## config.mk

```make
export PLATFORM = sky130hd
export DESIGN_NAME = cdr_rx_handler
export DESIGN_NICKNAME = d
export VERILOG_FILES = /design/src/cdr_pkg.sv /design/src/cdr_id_match.sv /design/src/cdr_rx_handler.sv
export VERILOG_INCLUDE_DIRS = /design/src
export SDC_FILE = /design/constraint.sdc
export NUM_CORES = 1
export LEC_CHECK = 0
export ABC_AREA = 1
export BUFFER_PORTS_ARGS = -buffer_cell sky130_fd_sc_hd__buf_2
export CORE_ASPECT_RATIO = 1.75
export CORE_MARGIN = 3
export CORE_UTILIZATION = 30
export DETAILED_ROUTE_END_ITERATION = 6
export SETUP_SLACK_MARGIN = 0.5
export SYNTH_ARGS = -nofsm -noshare
export SYNTH_HDL_FRONTEND = slang
export SYNTH_SLANG_ARGS = --single-unit
export TNS_END_PERCENT = 100
```

## constraint.sdc

```tcl
create_clock -name clock_i -period 2.7 [get_ports clock_i]
set_input_delay 0.135 -clock clock_i [delete_from_list [all_inputs] [get_ports clock_i]]
set_output_delay 0.135 -clock clock_i [all_outputs]
set_load 0.05 [all_outputs]
```

## src/cdr_defs.svh

```systemverilog
// constants for the diagnostic receive handler
`ifndef CDR_DEFS_SVH
`define CDR_DEFS_SVH
`define CDR_ADDR_CTRL      8'h00
`define CDR_ADDR_PAT_VAL   8'h04
`define CDR_ADDR_PAT_CARE  8'h08
`define CDR_ADDR_TMO       8'h0c
`define CDR_ADDR_STATUS    8'h10
`define CDR_ADDR_FRAME     8'h14
`define CDR_ADDR_INFO      8'h18
`define CDR_ADDR_DATA_LO   8'h1c
`define CDR_ADDR_DATA_HI   8'h20
`define CDR_ADDR_COUNT     8'h24
`define CDR_ADDR_PEND_OPT  8'h28
`define CDR_CTRL_RESTORE   0
`define CDR_CTRL_AUTOFMT   1
`define CDR_CTRL_HEADERS   2
`define CDR_CTRL_SPLIT     3
`define CDR_CTRL_ISO       4
`define CDR_CTRL_ARM       5
`define CDR_CTRL_RESET     5'h0a
`define CDR_PEND_EXT_BIT   2
`define CDR_PEND_ISO_BIT   0
`define CDR_PEND_RESET     8'h04
`define CDR_PAT_VAL_RESET  29'h000007e8
`define CDR_PAT_CARE_RESET 29'h000007f8
`define CDR_PAT_EXT_RESET  1'b0
`define CDR_PCI_FIRST      4'h1
`define CDR_PCI_CONSEC     4'h2
`define CDR_NEG_RESP       8'h7f
`define CDR_PENDING_CODE   8'h78
`define CDR_PEND_TIME_S    5
`define CDR_CLK_HZ         200000000
`define CDR_PEND_CYCLES    (`CDR_PEND_TIME_S * `CDR_CLK_HZ)
`define CDR_TMO_RESET      32'h05f5e100
`endif

```

## src/cdr_pkg.sv

```systemverilog
// types for the diagnostic receive handler
package cdr_pkg;
    typedef enum logic [2:0] {
        CDR_IDLE    = 3'b001,
        CDR_WAIT    = 3'b010,
        CDR_PENDING = 3'b100
    } cdr_wait_t;
    typedef enum logic [1:0] {
        CDR_KIND_SINGLE = 2'h0,
        CDR_KIND_FIRST  = 2'h1,
        CDR_KIND_CONSEC = 2'h2,
        CDR_KIND_OTHER  = 2'h3
    } cdr_kind_t;
endpackage : cdr_pkg

```

## src/cdr_id_match.sv

```systemverilog
// per-bit identifier acceptance compare
`timescale 1ns/1ps
`default_nettype none
module cdr_id_match (
    input  wire logic [28:0] id_i,
    input  wire logic        id_ext_i,
    input  wire logic [28:0] pat_val_i,
    input  wire logic [28:0] pat_care_i,
    input  wire logic        pat_ext_i,
    output logic             accept_o
);
    logic [28:0] bit_ok;
    genvar g;
    generate
        for (g = 0; g < 29; g++) begin : g_bit
            assign bit_ok[g] = ~pat_care_i[g] | (pat_val_i[g] == id_i[g]);
        end
    endgenerate
    // short ids only look at the low 11 bits; the pattern width must match the frame
    wire short_ok = &bit_ok[10:0];
    wire long_ok  = &bit_ok;
    assign accept_o = (id_ext_i == pat_ext_i) & (id_ext_i ? long_ok : short_ok);
endmodule // cdr_id_match
`default_nettype wire

```

## src/cdr_rx_handler.sv

```systemverilog
// diagnostic can receive handler with apb registers
`timescale 1ns/1ps
`default_nettype none
`include "cdr_defs.svh"
module cdr_rx_handler #(
    parameter logic [31:0] PEND_CYCLES = `CDR_PEND_CYCLES
) (
    input  wire logic             clock_i,
    input  wire logic             resetn_i,
    input  wire logic             psel_i,
    input  wire logic             penable_i,
    input  wire logic             pwrite_i,
    input  wire logic [7:0]       paddr_i,
    input  wire logic [31:0]      pwdata_i,
    output logic      [31:0]      prdata_o,
    output logic                  pready_o,
    output logic                  pslverr_o,
    input  wire logic             rx_valid_i,
    input  wire logic [28:0]      rx_id_i,
    input  wire logic             rx_ext_i,
    input  wire logic [63:0]      rx_data_i,
    input  wire logic             rx_iso_i,
    output logic                  timeout_o,
    output logic                  frame_kept_o,
    output cdr_pkg::cdr_kind_t    frame_kind_o
);
    import cdr_pkg::*;

    logic [4:0]  ctrl_ff;
    logic [28:0] pat_val_ff;
    logic [28:0] pat_care_ff;
    logic        pat_ext_ff;
    logic [31:0] tmo_cfg_ff;
    logic [7:0]  pend_opt_ff;
    logic [7:0]  service_ff;
    logic [31:0] count_ff;
    logic [31:0] kept_cnt_ff;
    logic [28:0] f_id_ff;
    logic        f_ext_ff;
    logic [63:0] f_data_ff;
    logic [1:0]  f_kind_ff;
    logic [3:0]  f_seg_ff;
    logic [11:0] f_len_ff;
    logic        f_new_ff;
    logic        f_kept_ff;
    logic        f_pend_ff;
    logic        timeout_ff;
    cdr_wait_t   wait_ff;
    cdr_wait_t   nxt_wait;
    logic [31:0] nxt_count;

    wire wr_en = psel_i & penable_i & pwrite_i;
    wire rd_en = psel_i & penable_i & ~pwrite_i;
    wire sel_ctrl  = paddr_i == `CDR_ADDR_CTRL;
    wire sel_val   = paddr_i == `CDR_ADDR_PAT_VAL;
    wire sel_care  = paddr_i == `CDR_ADDR_PAT_CARE;
    wire sel_tmo   = paddr_i == `CDR_ADDR_TMO;
    wire sel_stat  = paddr_i == `CDR_ADDR_STATUS;
    wire sel_frame = paddr_i == `CDR_ADDR_FRAME;
    wire sel_info  = paddr_i == `CDR_ADDR_INFO;
    wire sel_dlo   = paddr_i == `CDR_ADDR_DATA_LO;
    wire sel_dhi   = paddr_i == `CDR_ADDR_DATA_HI;
    wire sel_cnt   = paddr_i == `CDR_ADDR_COUNT;
    wire sel_pend  = paddr_i == `CDR_ADDR_PEND_OPT;
    wire mapped = sel_ctrl | sel_val | sel_care | sel_tmo | sel_stat | sel_frame
                | sel_info | sel_dlo | sel_dhi | sel_cnt | sel_pend;
    wire restore = wr_en & sel_ctrl & pwdata_i[`CDR_CTRL_RESTORE];

    // every frame is classified; the filter alone decides keeping
    wire id_accept;
    cdr_id_match u_match (
        .id_i       (rx_id_i),
        .id_ext_i   (rx_ext_i),
        .pat_val_i  (pat_val_ff),
        .pat_care_i (pat_care_ff),
        .pat_ext_i  (pat_ext_ff),
        .accept_o   (id_accept)
    );

    wire [7:0] pci      = rx_data_i[63:56];
    wire [1:0] kind     = (pci[7:4] == `CDR_PCI_FIRST)  ? 2'(CDR_KIND_FIRST)  :
                          (pci[7:4] == `CDR_PCI_CONSEC) ? 2'(CDR_KIND_CONSEC) :
                          (pci[7:4] == 4'h0)            ? 2'(CDR_KIND_SINGLE) :
                                                          2'(CDR_KIND_OTHER);
    wire [7:0] pay0 = (kind == 2'(CDR_KIND_FIRST)) ? rx_data_i[47:40] : rx_data_i[55:48];
    wire [7:0] pay1 = (kind == 2'(CDR_KIND_FIRST)) ? rx_data_i[39:32] : rx_data_i[47:40];
    wire [7:0] pay2 = (kind == 2'(CDR_KIND_FIRST)) ? rx_data_i[31:24] : rx_data_i[39:32];
    // matches any service when none was recorded; one ecu state only
    wire is_pend = (pay0 == `CDR_NEG_RESP) & (pay2 == `CDR_PENDING_CODE)
                 & ((service_ff == 8'h00) | (pay1 == service_ff));
    wire kept = rx_valid_i & id_accept;
    wire ext_allowed = pend_opt_ff[`CDR_PEND_EXT_BIT]
                     & (~pend_opt_ff[`CDR_PEND_ISO_BIT] | rx_iso_i);
    wire pend_hit  = kept & is_pend & ext_allowed;
    wire reply_hit = kept & ~is_pend;
    wire armed = wr_en & sel_ctrl & pwdata_i[`CDR_CTRL_ARM];

    always_comb begin
        nxt_wait  = wait_ff;
        nxt_count = count_ff;
        unique case (wait_ff)
            CDR_IDLE: begin
                if (armed) begin
                    nxt_wait  = CDR_WAIT;
                    nxt_count = tmo_cfg_ff;
                end
            end
            CDR_WAIT, CDR_PENDING: begin
                if (pend_hit) begin
                    nxt_wait  = CDR_PENDING;
                    nxt_count = PEND_CYCLES;
                end else if (reply_hit) begin
                    nxt_wait  = CDR_IDLE;
                    nxt_count = tmo_cfg_ff;
                end else if (count_ff <= 32'h1) begin
                    nxt_wait  = CDR_IDLE;
                    nxt_count = tmo_cfg_ff;
                end else begin
                    nxt_count = count_ff - 32'h1;
                end
            end
            default: begin
                nxt_wait  = CDR_IDLE;
                nxt_count = tmo_cfg_ff;
            end
        endcase
    end

    wire expire = (wait_ff != CDR_IDLE) & ~pend_hit & ~reply_hit & (count_ff <= 32'h1);

    always_ff @(posedge clock_i or negedge resetn_i) begin
        if (!resetn_i) begin
            ctrl_ff     <= `CDR_CTRL_RESET;
            pat_val_ff  <= `CDR_PAT_VAL_RESET;
            pat_care_ff <= `CDR_PAT_CARE_RESET;
            pat_ext_ff  <= `CDR_PAT_EXT_RESET;
            tmo_cfg_ff  <= `CDR_TMO_RESET;
            pend_opt_ff <= `CDR_PEND_RESET;
        end else if (restore) begin
            ctrl_ff     <= `CDR_CTRL_RESET;
            pat_val_ff  <= `CDR_PAT_VAL_RESET;
            pat_care_ff <= `CDR_PAT_CARE_RESET;
            pat_ext_ff  <= `CDR_PAT_EXT_RESET;
            pend_opt_ff <= `CDR_PEND_RESET;
        end else if (wr_en) begin
            if (sel_ctrl) ctrl_ff <= {pwdata_i[`CDR_CTRL_ISO:`CDR_CTRL_AUTOFMT], 1'b0};
            // care bits come from the host expanding x digits to cleared nibbles
            if (sel_val) begin
                pat_val_ff <= pwdata_i[28:0];
                pat_ext_ff <= pwdata_i[31];
            end
            if (sel_care) pat_care_ff <= pwdata_i[28:0];
            if (sel_tmo) tmo_cfg_ff <= pwdata_i;
            if (sel_pend) pend_opt_ff <= pwdata_i[7:0];
        end
    end

    always_ff @(posedge clock_i or negedge resetn_i) begin
        if (!resetn_i) begin
            wait_ff    <= CDR_IDLE;
            count_ff   <= `CDR_TMO_RESET;
            timeout_ff <= 1'b0;
            service_ff <= 8'h00;
        end else begin
            wait_ff    <= nxt_wait;
            count_ff   <= nxt_count;
            timeout_ff <= expire | (timeout_ff & ~armed); // set wins over clear
            if (armed) service_ff <= pwdata_i[15:8];
        end
    end

    always_ff @(posedge clock_i or negedge resetn_i) begin
        if (!resetn_i) begin
            f_id_ff     <= 29'h0;
            f_ext_ff    <= 1'b0;
            f_data_ff   <= 64'h0;
            f_kind_ff   <= 2'h0;
            f_seg_ff    <= 4'h0;
            f_len_ff    <= 12'h0;
            f_new_ff    <= 1'b0;
            f_kept_ff   <= 1'b0;
            f_pend_ff   <= 1'b0;
            kept_cnt_ff <= 32'h0;
        end else begin
            f_kept_ff <= kept;
            if (kept) begin
                f_id_ff   <= rx_id_i;
                f_ext_ff  <= rx_ext_i;
                f_data_ff <= rx_data_i;
                f_kind_ff <= kind;
                f_seg_ff  <= (kind == 2'(CDR_KIND_CONSEC)) ? pci[3:0] : 4'h0;
                if (kind == 2'(CDR_KIND_FIRST)) f_len_ff <= {pci[3:0], rx_data_i[55:48]};
                f_pend_ff   <= is_pend;
                kept_cnt_ff <= kept_cnt_ff + 32'h1;
            end
            // new-frame flag: set wins over the read that clears it
            f_new_ff <= kept | (f_new_ff & ~(rd_en & sel_dhi));
        end
    end

    // shown id: raw bytes, or priority digit and 18 bit pgn when split is on and the stored id is extended
    wire split = ctrl_ff[`CDR_CTRL_SPLIT] & f_ext_ff;
    wire [31:0] shown_id = split ? {1'b0, f_id_ff[28:26], 10'h0, f_id_ff[25:8]}
                                 : {3'h0, f_id_ff};
    wire hdr_on  = ctrl_ff[`CDR_CTRL_HEADERS];
    wire strip   = ctrl_ff[`CDR_CTRL_AUTOFMT] & ~hdr_on;
    wire [63:0] shown_data = strip ? ((f_kind_ff == 2'(CDR_KIND_FIRST)) ? {f_data_ff[47:0], 16'h0}
                                                                        : {f_data_ff[55:0], 8'h0})
                                   : f_data_ff;
    // length line precedes frame lines when formatting a first frame
    wire len_line = ctrl_ff[`CDR_CTRL_AUTOFMT] & (f_kind_ff == 2'(CDR_KIND_FIRST));
    wire [31:0] info = {f_len_ff, 8'h0, 3'h0, len_line, f_seg_ff, f_pend_ff, f_new_ff, f_kind_ff};
    wire [31:0] status = {27'h0, timeout_ff, wait_ff, f_new_ff};

    wire [31:0] rd_mux = sel_ctrl  ? {27'h0, ctrl_ff} :
                         sel_val   ? {pat_ext_ff, 2'h0, pat_val_ff} :
                         sel_care  ? {3'h0, pat_care_ff} :
                         sel_tmo   ? tmo_cfg_ff :
                         sel_stat  ? status :
                         sel_frame ? shown_id :
                         sel_info  ? info :
                         sel_dlo   ? shown_data[31:0] :
                         sel_dhi   ? shown_data[63:32] :
                         sel_cnt   ? kept_cnt_ff :
                         sel_pend  ? {24'h0, pend_opt_ff} : 32'h0;

    always_ff @(posedge clock_i or negedge resetn_i) begin
        if (!resetn_i) begin
            prdata_o <= 32'h0;
        end else if (psel_i & ~penable_i & ~pwrite_i) begin
            prdata_o <= rd_mux;
        end
    end

    assign pready_o     = 1'b1;
    assign pslverr_o    = psel_i & penable_i & ~mapped;
    assign timeout_o    = timeout_ff;
    assign frame_kept_o = f_kept_ff;
    assign frame_kind_o = cdr_kind_t'(f_kind_ff);
endmodule // cdr_rx_handler
`default_nettype wire

```

==> impl_metrics.toml, run 1 <==
[run_status]
status = "finished, final reports clean"

[pwr]
pwr-share-comb_pct = 20.7
leakage_nw = 12.0
ir_drop_mv = 0.380
cell_internal_pwr_mw = 9.32
p_seq_share_pct = 41.2
p_clk_share_pct = 38.0
switching_share_pct = 32.2
power_switching_mw = 4.43
total_power_mw = 13.7
power_density_nw_per_um2 = 544

[logic_synthesis]
synthCells = 2617
synth_area_per_cell_sq_um = 7.32
ys_async_sr_fraction_pct = 100
synth_edf_count = 0
synth_fp_nets = 2761
ys_top_cells_by_area = "dfrtp_1, nand2_1, o21ai_0, dfstp_2, inv_1"
yosysTopAreaCell = "dfrtp_1"
yosysMostFrequentCell = "nand2_1"
ys.flop_type = "dfrtp_1"
synth_top_area_share_pct = 37.0
syn_area_sq_um = 19200
yosys_warnings = 0
synthTopCellsByCount = "nand2_1, o21ai_0, dfrtp_1, inv_1, nor2_1"
synthDistinctLibCells = 57
ys_seq_area_share_pct = 42.9
ys_seq_elements = 326

[clocking]
cts.sinks = 326
numCtsBuffers = 35
path_clk_slew_ns = 0.07
cts.htree.levels = 2
clockBufferDepth = 3
root_buffer = "clkbuf_16"
clock_latency_ns = 0.56
cts_tree = "built"

[setup_path]
worst_path_max_delay_cell = "dfstp_2"
path_class = "reg2reg"
crit_buf_inv = 4
cp-start-kind = "register"
crit_fanout = 7
crit_required_ns = 3.15
cp-end-kind = "register"
crit_chain = "inv_2 -> nor2_4 -> buf_12 -> buf_12 -> buf_8 -> o21ai_2 -> a21oi_2 -> o21ai_2 -> a22oi_2 -> o211ai_1 -> nand2_1 -> o211ai_1 -> nand2_1 -> nand2_1"
crit_arrival_ns = 2.70
crit_family = "compound AO/OA/AOI/OAI gates"
max_stage_delay_ns = 0.54
path_common_cell = "nand2_1"

[timing]
fmax_mhz = 444
fin_crit_ns = 2.25
relSlewSlack_pct = 43.2
finalCritPeriodShare_pct = 83.4
clock_skew_ns = 0.0352
worst_slew_pin_slew_ns = 0.852
timing.hold.ws_ns = 0.0376
rsz0062_at_grt = "true"
hold_viol_final = 0
drv_slew = 0
setup_violations = 0

[floorplan]
ios = 179
dieArea_sq_um = 67000
dieWidth_um = 197
dieHeight_um = 340
start_util_pct = 30.3
placementRows = 122
coreArea_sq_um = 63200

[finish]
nNetsFinal = 3140
fillCellCount = 6555
areaGrowthSynthToFinish_pct = 32.0
register_area_sq_um = 8220
finalNonFillerCells = 3832
final_area_sq_um = 25300
drive_above_1_share_pct = 22.2
multiInputGateArea_sq_um = 9890

[global_route]
grt.overflow.total = 0
grt_max_degree = 105
grt_pass1_wl_um = 125000
grtUsageTotal_pct = 24.7
grt_pass1_vias = 19400
antenna_found_initial = 2

[detailed_routing]
drc = 0
ant_nets = 0
wl_met1_um = 31700
dr.pass1.iters = 7
wl_met2_um = 42200
wl_um = 85700
vias = 20300
drt_iter0_markers = 2076
viasPerCell = 5.28
avgRoutedWirePerCell_um = 22.4
wl_met3_um = 4720
highest_layer = "met5"

[flow_run]
max_cap_violations = 0

[hold_path]
min_path_type = "in2reg"

[placed_design]
hpwl_um = 63800
placed_cell_area_sq_um = 21300
numPortBuffers = 177
gp_congestion = 0.997
placed_cells = 3577
cell type report:
cell class | instances | share of cell area [%]
multi-input cells | 1873 | 39.1
flip-flops and latches | 326 | 32.5
well taps | 806 | 3.99
repair buffers | 466 | 15.1
inverters | 294 | 4.45
clock buffers | 48 | 4.02
diodes | 3 | 0.0297
clock inverters | 16 | 0.797
layout by cell type, fill, tap and decap left out, drive strengths merged, types with 16 or more instances in the layout:
master,instances
a21oi,144
a221oi,16
buf,334
clkbuf,54
dfrtp,283
dfstp,43
dlygate4sd3,125
inv,291
nand2,758
nand3,149
nand4,26
nor2,206
nor3,38
nor4,17
o211ai,25
o21ai,331
o221ai,19
o22ai,31
xor2,47
worst min-delay path, stage by stage:
cell     delay, ns
buf_2         0.08
inv_1         0.15
o21ai_0       0.20
state kept, by name, indices dropped and copies added (netlist names), 4 cells and up:
register,count
pat_val_ff,29
f_len_ff,12
count_ff,32
pat_care_ff,29
kept_cnt_ff,32
ctrl_ff,4
f_id_ff,29
f_seg_ff,4
tmo_cfg_ff,32
pend_opt_ff,8
f_data_ff,64
prdata_o,32
service_ff,8
logic make-up after synthesis:
family	share of synthesized area, %
simple gates	27.0
compound gates	18.0
buf+inv	9.14
flops	42.9
xor+xnor	2.79
fa+ha+maj	0.196
other cells	0.0196
through the flow:
| step | utilization (%) | TNS [ns] | setup slack, ns |
|---|---|---|---|
| floorplan | - | 0 | 0.583 |
| global placement | 33.8 | -0.217 | -0.217 |
| detailed placement | 33.8 | -0.165 | -0.165 |
| CTS | 38.5 | 0 | 0.385 |
| global route | 40.0 | 0 | 0.402 |
| finish | 40.0 | 0 | 0.449 |
path summary, 6_finish.rpt:
path	startpoint	to	slack, ns	depth (start not counted)
max	ctrl_ff[1]$_DFFE_PN1P_	prdata_o[5]$_DFFE_PN0P_	0.45	14
min	pwdata_i[7]	tmo_cfg_ff[7]$_DFFE_PN0P_	0.04	3
max reg2reg	ctrl_ff[1]$_DFFE_PN1P_	prdata_o[5]$_DFFE_PN0P_	0.45	14
min reg2reg	prdata_o[24]$_DFFE_PN0P_	prdata_o[24]$_DFFE_PN0P_	0.46	2
max in group asynchronous	resetn_i	ctrl_ff[1]$_DFFE_PN1P_	1.62	3
min in group asynchronous	resetn_i	count_ff[19]$_DFFE_PN0P_	0.16	2
power groups by stage:
stage / Sequential, mW / Clock (mW) / Combinational, mW
4_1_cts: 5.64 / 5.30 / 2.69
5_1_grt: 5.71 / 5.48 / 3.13
3_5_place_dp: 5.72 / 0 / 2.44
3_3_place_gp: 5.71 / 0 / 2.44
6_report: 5.67 / 5.23 / 2.85
2_1_floorplan: 5.63 / 0 / 1.73
metal layers:
layer	vias to the layer above	global-route usage (%)
met5	-	0
met4	2	16.1
met3	278	2.88
met2	967	42.8
met1	9628	28.6
li1	9377	-
what timing repair did:
action                                 4_1_cts  5_1_grt
buffers inserted                            18       34
endpoints found under the hold margin      261        0
hold buffers                               125        0
setup endpoints to repair                  197      183
pin swaps                                   45       87
gates cloned                                 3        8
resized for setup                           85      155
Note: power is estimated with default switching activity, not from simulation.
==> inputs of run 2 (changes only) <==
==> constraint.sdc (replaced) <==
create_clock -name clock_i -period 1.9 [get_ports clock_i]
set_input_delay 0.095 -clock clock_i [delete_from_list [all_inputs] [get_ports clock_i]]
set_output_delay 0.095 -clock clock_i [all_outputs]
set_load 0.05 [all_outputs]
==> run 2 against run 1 <==
Compared with the run above:
- the run now ends with setup timing left
- core utilization increased by 10 points
- global-route usage increased by 2.1 points
- count of clock-buffer cells in the layout decreased by 6
- wire length increased by 13%
- flip-flop and latch count unchanged
- register-to-register slack got worse by 0.89 ns
- first-iteration DRC count increased by 0.77%
- total power increased by 51%
- highest routed layer is now met4
==> impl_metrics.toml, run 2 (same netlist as run 1, synthesis figures left out) <==
[placed_design]
hpwl_um = 67500
numPortBuffers = 177
gp_congestion = 1.05

[floorplan]
start_util_pct = 30.3
placementRows = 122
coreArea_sq_um = 63200
ios = 179
dieArea_sq_um = 67000
dieWidth_um = 197
dieHeight_um = 340

[timing]
fin_crit_ns = 2.34
worst_slew_pin_slew_ns = 0.605
fmax_mhz = 428
drv_slew = 0
relSlewSlack_pct = 59.6
setup_violations = 215
hold_viol_final = 0
timing.hold.ws_ns = 0.00961
rsz0062_at_grt = "true"
tns_ns = -49.09
finalCritPeriodShare_pct = 123
clock_skew_ns = 0.0260
worst_slack_ns = -0.437

[global_route]
grt.overflow.total = 0
grtUsageTotal_pct = 26.8
grt_max_degree = 70
antenna_found_initial = 1
grt_pass1_vias = 22400
grt_pass1_wl_um = 136000

[run_status]
violations = "setup timing"
status = "finished with violations"

[detailed_routing]
wl_um = 96800
drc = 0
avgRoutedWirePerCell_um = 22.9
drt_iter0_markers = 2092
viasPerCell = 5.34
dr.pass1.iters = 6
ant_nets = 0
vias = 22600

[hold_path]
min_path_type = "in2reg"
holdCritStartpoint = "rx_data_i[55]"

[setup_path]
crit_arrival_ns = 2.78
crit_fanout = 7
crit_required_ns = 2.34
cp-start-kind = "register"
cp-end-kind = "register"
path_class = "reg2reg"
cp-startpoint = "ctrl_ff[1]$_DFFE_PN1P_"
reg2reg_from = "ctrl_ff[1]$_DFFE_PN1P_"

[finish]
nNetsFinal = 3548
largest_reg_flops = 64
fillCellCount = 5882
drive_above_1_share_pct = 41.2
mostFrequentLayoutCells = "nand2_1, buf_4, dfrtp_1"
areaGrowthSynthToFinish_pct = 66.0
regMostFlops = "f_data_ff"
layout_commonest_cell = "nand2_1"
fin_util_pct = 50.3

[clocking]
numCtsBuffers = 34
clock_latency_ns = 0.56
cts.htree.levels = 2
root_buffer = "clkbuf_16"
clockBufferDepth = 3
path_clk_slew_ns = 0.08
cts_tree = "built"
cts.sinks = 326

[pwr]
ir_drop_mv = 0.675
power_density_nw_per_um2 = 652
leakage_nw = 15.3

[flow_run]
max_cap_violations = 0
run 2: report_power, final:
part           switching [mW]  internal (mW)
Clock                    3.16           4.20
Sequential              0.346           7.48
Combinational            2.98           2.57
run 2: layout make-up:
cell class	instances	area [sq um]	area share [%]
antenna	1	2.50	0.00787
clock buffer	42	932	2.93
clock inverter	19	236	0.743
inverter	294	1170	3.67
multi-input combinational	1872	11800	37.2
sequential	326	8220	25.8
tap	806	1010	3.17
timing repair buffer	872	8350	26.2
timing repair inverter	4	55.1	0.173
run 2: through the flow:
stage               cell area (sq um)  worst slack (ns)  total power [mW]  cells
detailed placement              24300            -0.541              12.6   3913
global route                    31800            -0.478              21.6   4235
global placement                24300            -0.527              12.6   3913
floorplan                       19800            0.0338              10.5   2617
finish                          31800            -0.437              20.7   4236
CTS                             29200            -0.345              20.5   4169
run 2: what timing repair did:
item | CTS | global route
cloned | 22 | 28
setup endpoints to repair | 250 | 286
setup buffers | 46 | 38
hold endpoints to repair | 502 | 0
hold buffers | 127 | 0
gates resized for setup | 381 | 498
pin swaps | 63 | 122
run 2: worst max-delay path, cell delays in order, from the launching register on:
cell and delay [ns]:
dfstp_2 0.53, inv_2 0.05, nor2_4 0.12, buf_12 0.16
buf_8 0.15, buf_4 0.11, buf_4 0.09, o211ai_1 0.11
o21ai_2 0.18, o221ai_2 0.15, o21ai_2 0.11, buf_4 0.16
o2111ai_2 0.15, nand2_1 0.11, nand2_1 0.06
run 2: worst paths after layout:
path,end,slack (ns),cells past startpoint
worst min-delay path,f_data_ff[55]$_DFFE_PN0P_,0.01,4
worst max-delay path,prdata_o[10]$_DFFE_PN0P_,-0.44,14
min in group asynchronous,count_ff[25]$_DFFE_PN0P_,0.04,2
max in group asynchronous,frame_kind_o[1]$_DFFE_PN0P_,1.04,3
worst max register to register,prdata_o[10]$_DFFE_PN0P_,-0.44,14
worst min register to register,kept_cnt_ff[16]$_DFFE_PN0P_,0.47,1
run 2: routing by layer:
layer	vias to the layer above	global-route usage [%]	share of wire, %
met2	1171	45.6	48
met1	10800	30.1	35
li1	10200	-	-
met4	0	20.8	11
met3	413	3.42	6.6
met5	-	0	0
==> inputs of run 3 (changes only) <==
--- a/config.mk
+++ b/config.mk
@@ -9,9 +9,10 @@
 export ABC_AREA = 1
 export BUFFER_PORTS_ARGS = -buffer_cell sky130_fd_sc_hd__buf_2
 export CORE_ASPECT_RATIO = 1.75
-export CORE_MARGIN = 3
+export CORE_MARGIN = 1.5
 export CORE_UTILIZATION = 30
 export DETAILED_ROUTE_END_ITERATION = 6
+export MAX_ROUTING_LAYER = met4
 export SETUP_SLACK_MARGIN = 0.5
 export SYNTH_ARGS = -nofsm -noshare
 export SYNTH_HDL_FRONTEND = slang
==> run 3 against run 2 <==
Compared with the run above:
- the flow finishes with violations (DRC, setup timing)
- global-route usage up 2.0 points
- design area is 0.47% lower
- highest routed layer unchanged
- setup slack better by 0.087 ns
- total power is 0.44% higher
- register-to-register slack improved by 0.09 ns
- clock skew grew 0.0051 ns
- clock power barely moved
- core utilization down 0.24 points
==> impl_metrics.toml, run 3 (same netlist as run 1, synthesis figures left out) <==
[run_status]
status = "finished with violations"
violations = "DRC, setup timing"

[detailed_routing]
vias = 22400
viasPerCell = 5.28
drc = 2
dr.pass1.iters = 7
ant_nets = 0
drt_iter0_markers = 1762
avgRoutedWirePerCell_um = 22.7
wl_um = 96400

[setup_path]
crit_required_ns = 2.35
worstRegToRegCells = 15
reg2reg_slack_ns = -0.35
reg2reg_from = "ctrl_ff[1]$_DFFE_PN1P_"
crit_fanout = 5
cp-start-kind = "register"
path_class = "reg2reg"
worst_r2r_endpoint = "prdata_o[6]$_DFFE_PN0P_"
cp-end-kind = "register"
crit_arrival_ns = 2.70

[clocking]
clock_latency_ns = 0.58
root_buffer = "clkbuf_16"
cts.htree.levels = 2
cts.sinks = 326
path_clk_slew_ns = 0.08
clockBufferDepth = 3
numCtsBuffers = 34
cts_tree = "built"

[pwr]
power_density_nw_per_um2 = 658
ir_drop_mv = 0.689
leakage_nw = 15.3

[global_route]
grtUsageTotal_pct = 28.8
grt_max_degree = 60
grt_pass1_wl_um = 137000
grt.overflow.total = 0
grt_pass1_vias = 22000
antenna_found_initial = 0

[floorplan]
dieArea_sq_um = 65400
dieWidth_um = 194
start_util_pct = 30.3
placementRows = 122
dieHeight_um = 337
ios = 179
coreArea_sq_um = 63200

[timing]
drv_slew = 0
fin_crit_ns = 2.25
setup_violations = 214
worst_slew_pin_slew_ns = 0.872
fmax_mhz = 445
finalCritPeriodShare_pct = 118
hold_viol_final = 0
worst_slack_ns = -0.350
relSlewSlack_pct = 41.8
rsz0062_at_grt = "true"
clock_skew_ns = 0.0311

[flow_run]
max_cap_violations = 0

[hold_path]
min_path_type = "in2reg"
worstHoldPathCells = 5
holdCritStartpoint = "penable_i"
min_to = "prdata_o[29]$_DFFE_PN0P_"

[finish]
fin_util_pct = 50.1
drive_above_1_share_pct = 42.2
nNetsFinal = 3556
mostFrequentLayoutCells = "nand2_1, buf_4, dfrtp_1"
regMostFlops = "f_data_ff"
layout_commonest_cell = "nand2_1"
n_antenna_cell = 0
largest_reg_flops = 64
final_area_sq_um = 31700
fillCellCount = 5951
areaGrowthSynthToFinish_pct = 65.2

[placed_design]
numPortBuffers = 177
placed_cell_area_sq_um = 24300
hpwl_um = 69800
gp_congestion = 1.04
run 3: where the power goes:
group,total [mW],internal [mW],switching [mW],leakage [nW]
Combinational,5.66,2.60,3.07,10.8
Clock,7.34,4.13,3.21,0.582
Sequential,7.83,7.48,0.350,3.92
run 3: routing by layer:
layer,global-route usage (%),share of wire [%],vias up
met1,30.8,36,10800
met3,3.26,5.6,386
li1,-,-,10200
met5,-,0,-
met4,23.3,10,0
met2,48.4,49,1012
run 3: repair_timing:
action                     4_1_cts  5_1_grt
setup buffers                   54       45
resized for setup              408      479
hold buffers                   128        0
hold endpoints to repair       493        0
cloned                          19       15
pin swaps                       88      157
setup endpoints to repair      227      309
run 3: worst max path at each step:
stage,from,end,slack (ns),cells past startpoint
6_report,ctrl_ff[1]$_DFFE_PN1P_,prdata_o[6]$_DFFE_PN0P_,-0.35,15
5_1_grt,pat_val_ff[28]$_DFFE_PN0P_,kept_cnt_ff[20]$_DFFE_PN0P_,-0.44,13
4_1_cts,ctrl_ff[1]$_DFFE_PN1P_,prdata_o[20]$_DFFE_PN0P_,-0.31,14
3_5_place_dp,ctrl_ff[1]$_DFFE_PN1P_,prdata_o[20]$_DFFE_PN0P_,-0.59,14
3_3_place_gp,ctrl_ff[1]$_DFFE_PN1P_,prdata_o[20]$_DFFE_PN0P_,-0.59,14
2_1_floorplan,count_ff[0]$_DFFE_PN0P_,count_ff[25]$_DFFE_PN0P_,0.03,13
run 3: area by class of cell:
cell class	instances	area (sq um)	share of cell area (%)
flip-flops and latches	326	8220	26.0
repair buffers	881	8160	25.8
inverters	294	1190	3.75
multi-input cells	1872	11900	37.5
clock inverters	21	243	0.767
clock buffers	41	938	2.96
well taps	806	1010	3.19
repair inverters	3	42.5	0.134
run 3: per-stage QoR:
step	setup TNS (ns)	std cells	power, mW	hold slack (ns)	setup WS [ns]
finish	-49.05	4244	20.8	0.0319	-0.350
global route	-65.20	4244	21.7	0.0648	-0.444
CTS	-39.45	4184	20.4	0.0195	-0.314
detailed placement	-46.94	3921	12.6	0.0421	-0.591
global placement	-48.13	3921	12.6	0.0332	-0.589
floorplan	0	2617	10.5	-0.201	0.0338
run 3: worst max-delay path, cell delays in order (launching register included):
cell and delay (ns):
dfstp_2 0.54, inv_2 0.05, nor2_4 0.11, buf_12 0.15
buf_12 0.12, buf_12 0.10, buf_8 0.11, o21ai_0 0.09
o21ai_1 0.23, a21oi_1 0.09, a21oi_2 0.17, o211ai_1 0.12
nand2_1 0.07, nand2_1 0.07, nand2_1 0.08, nand2_1 0.05
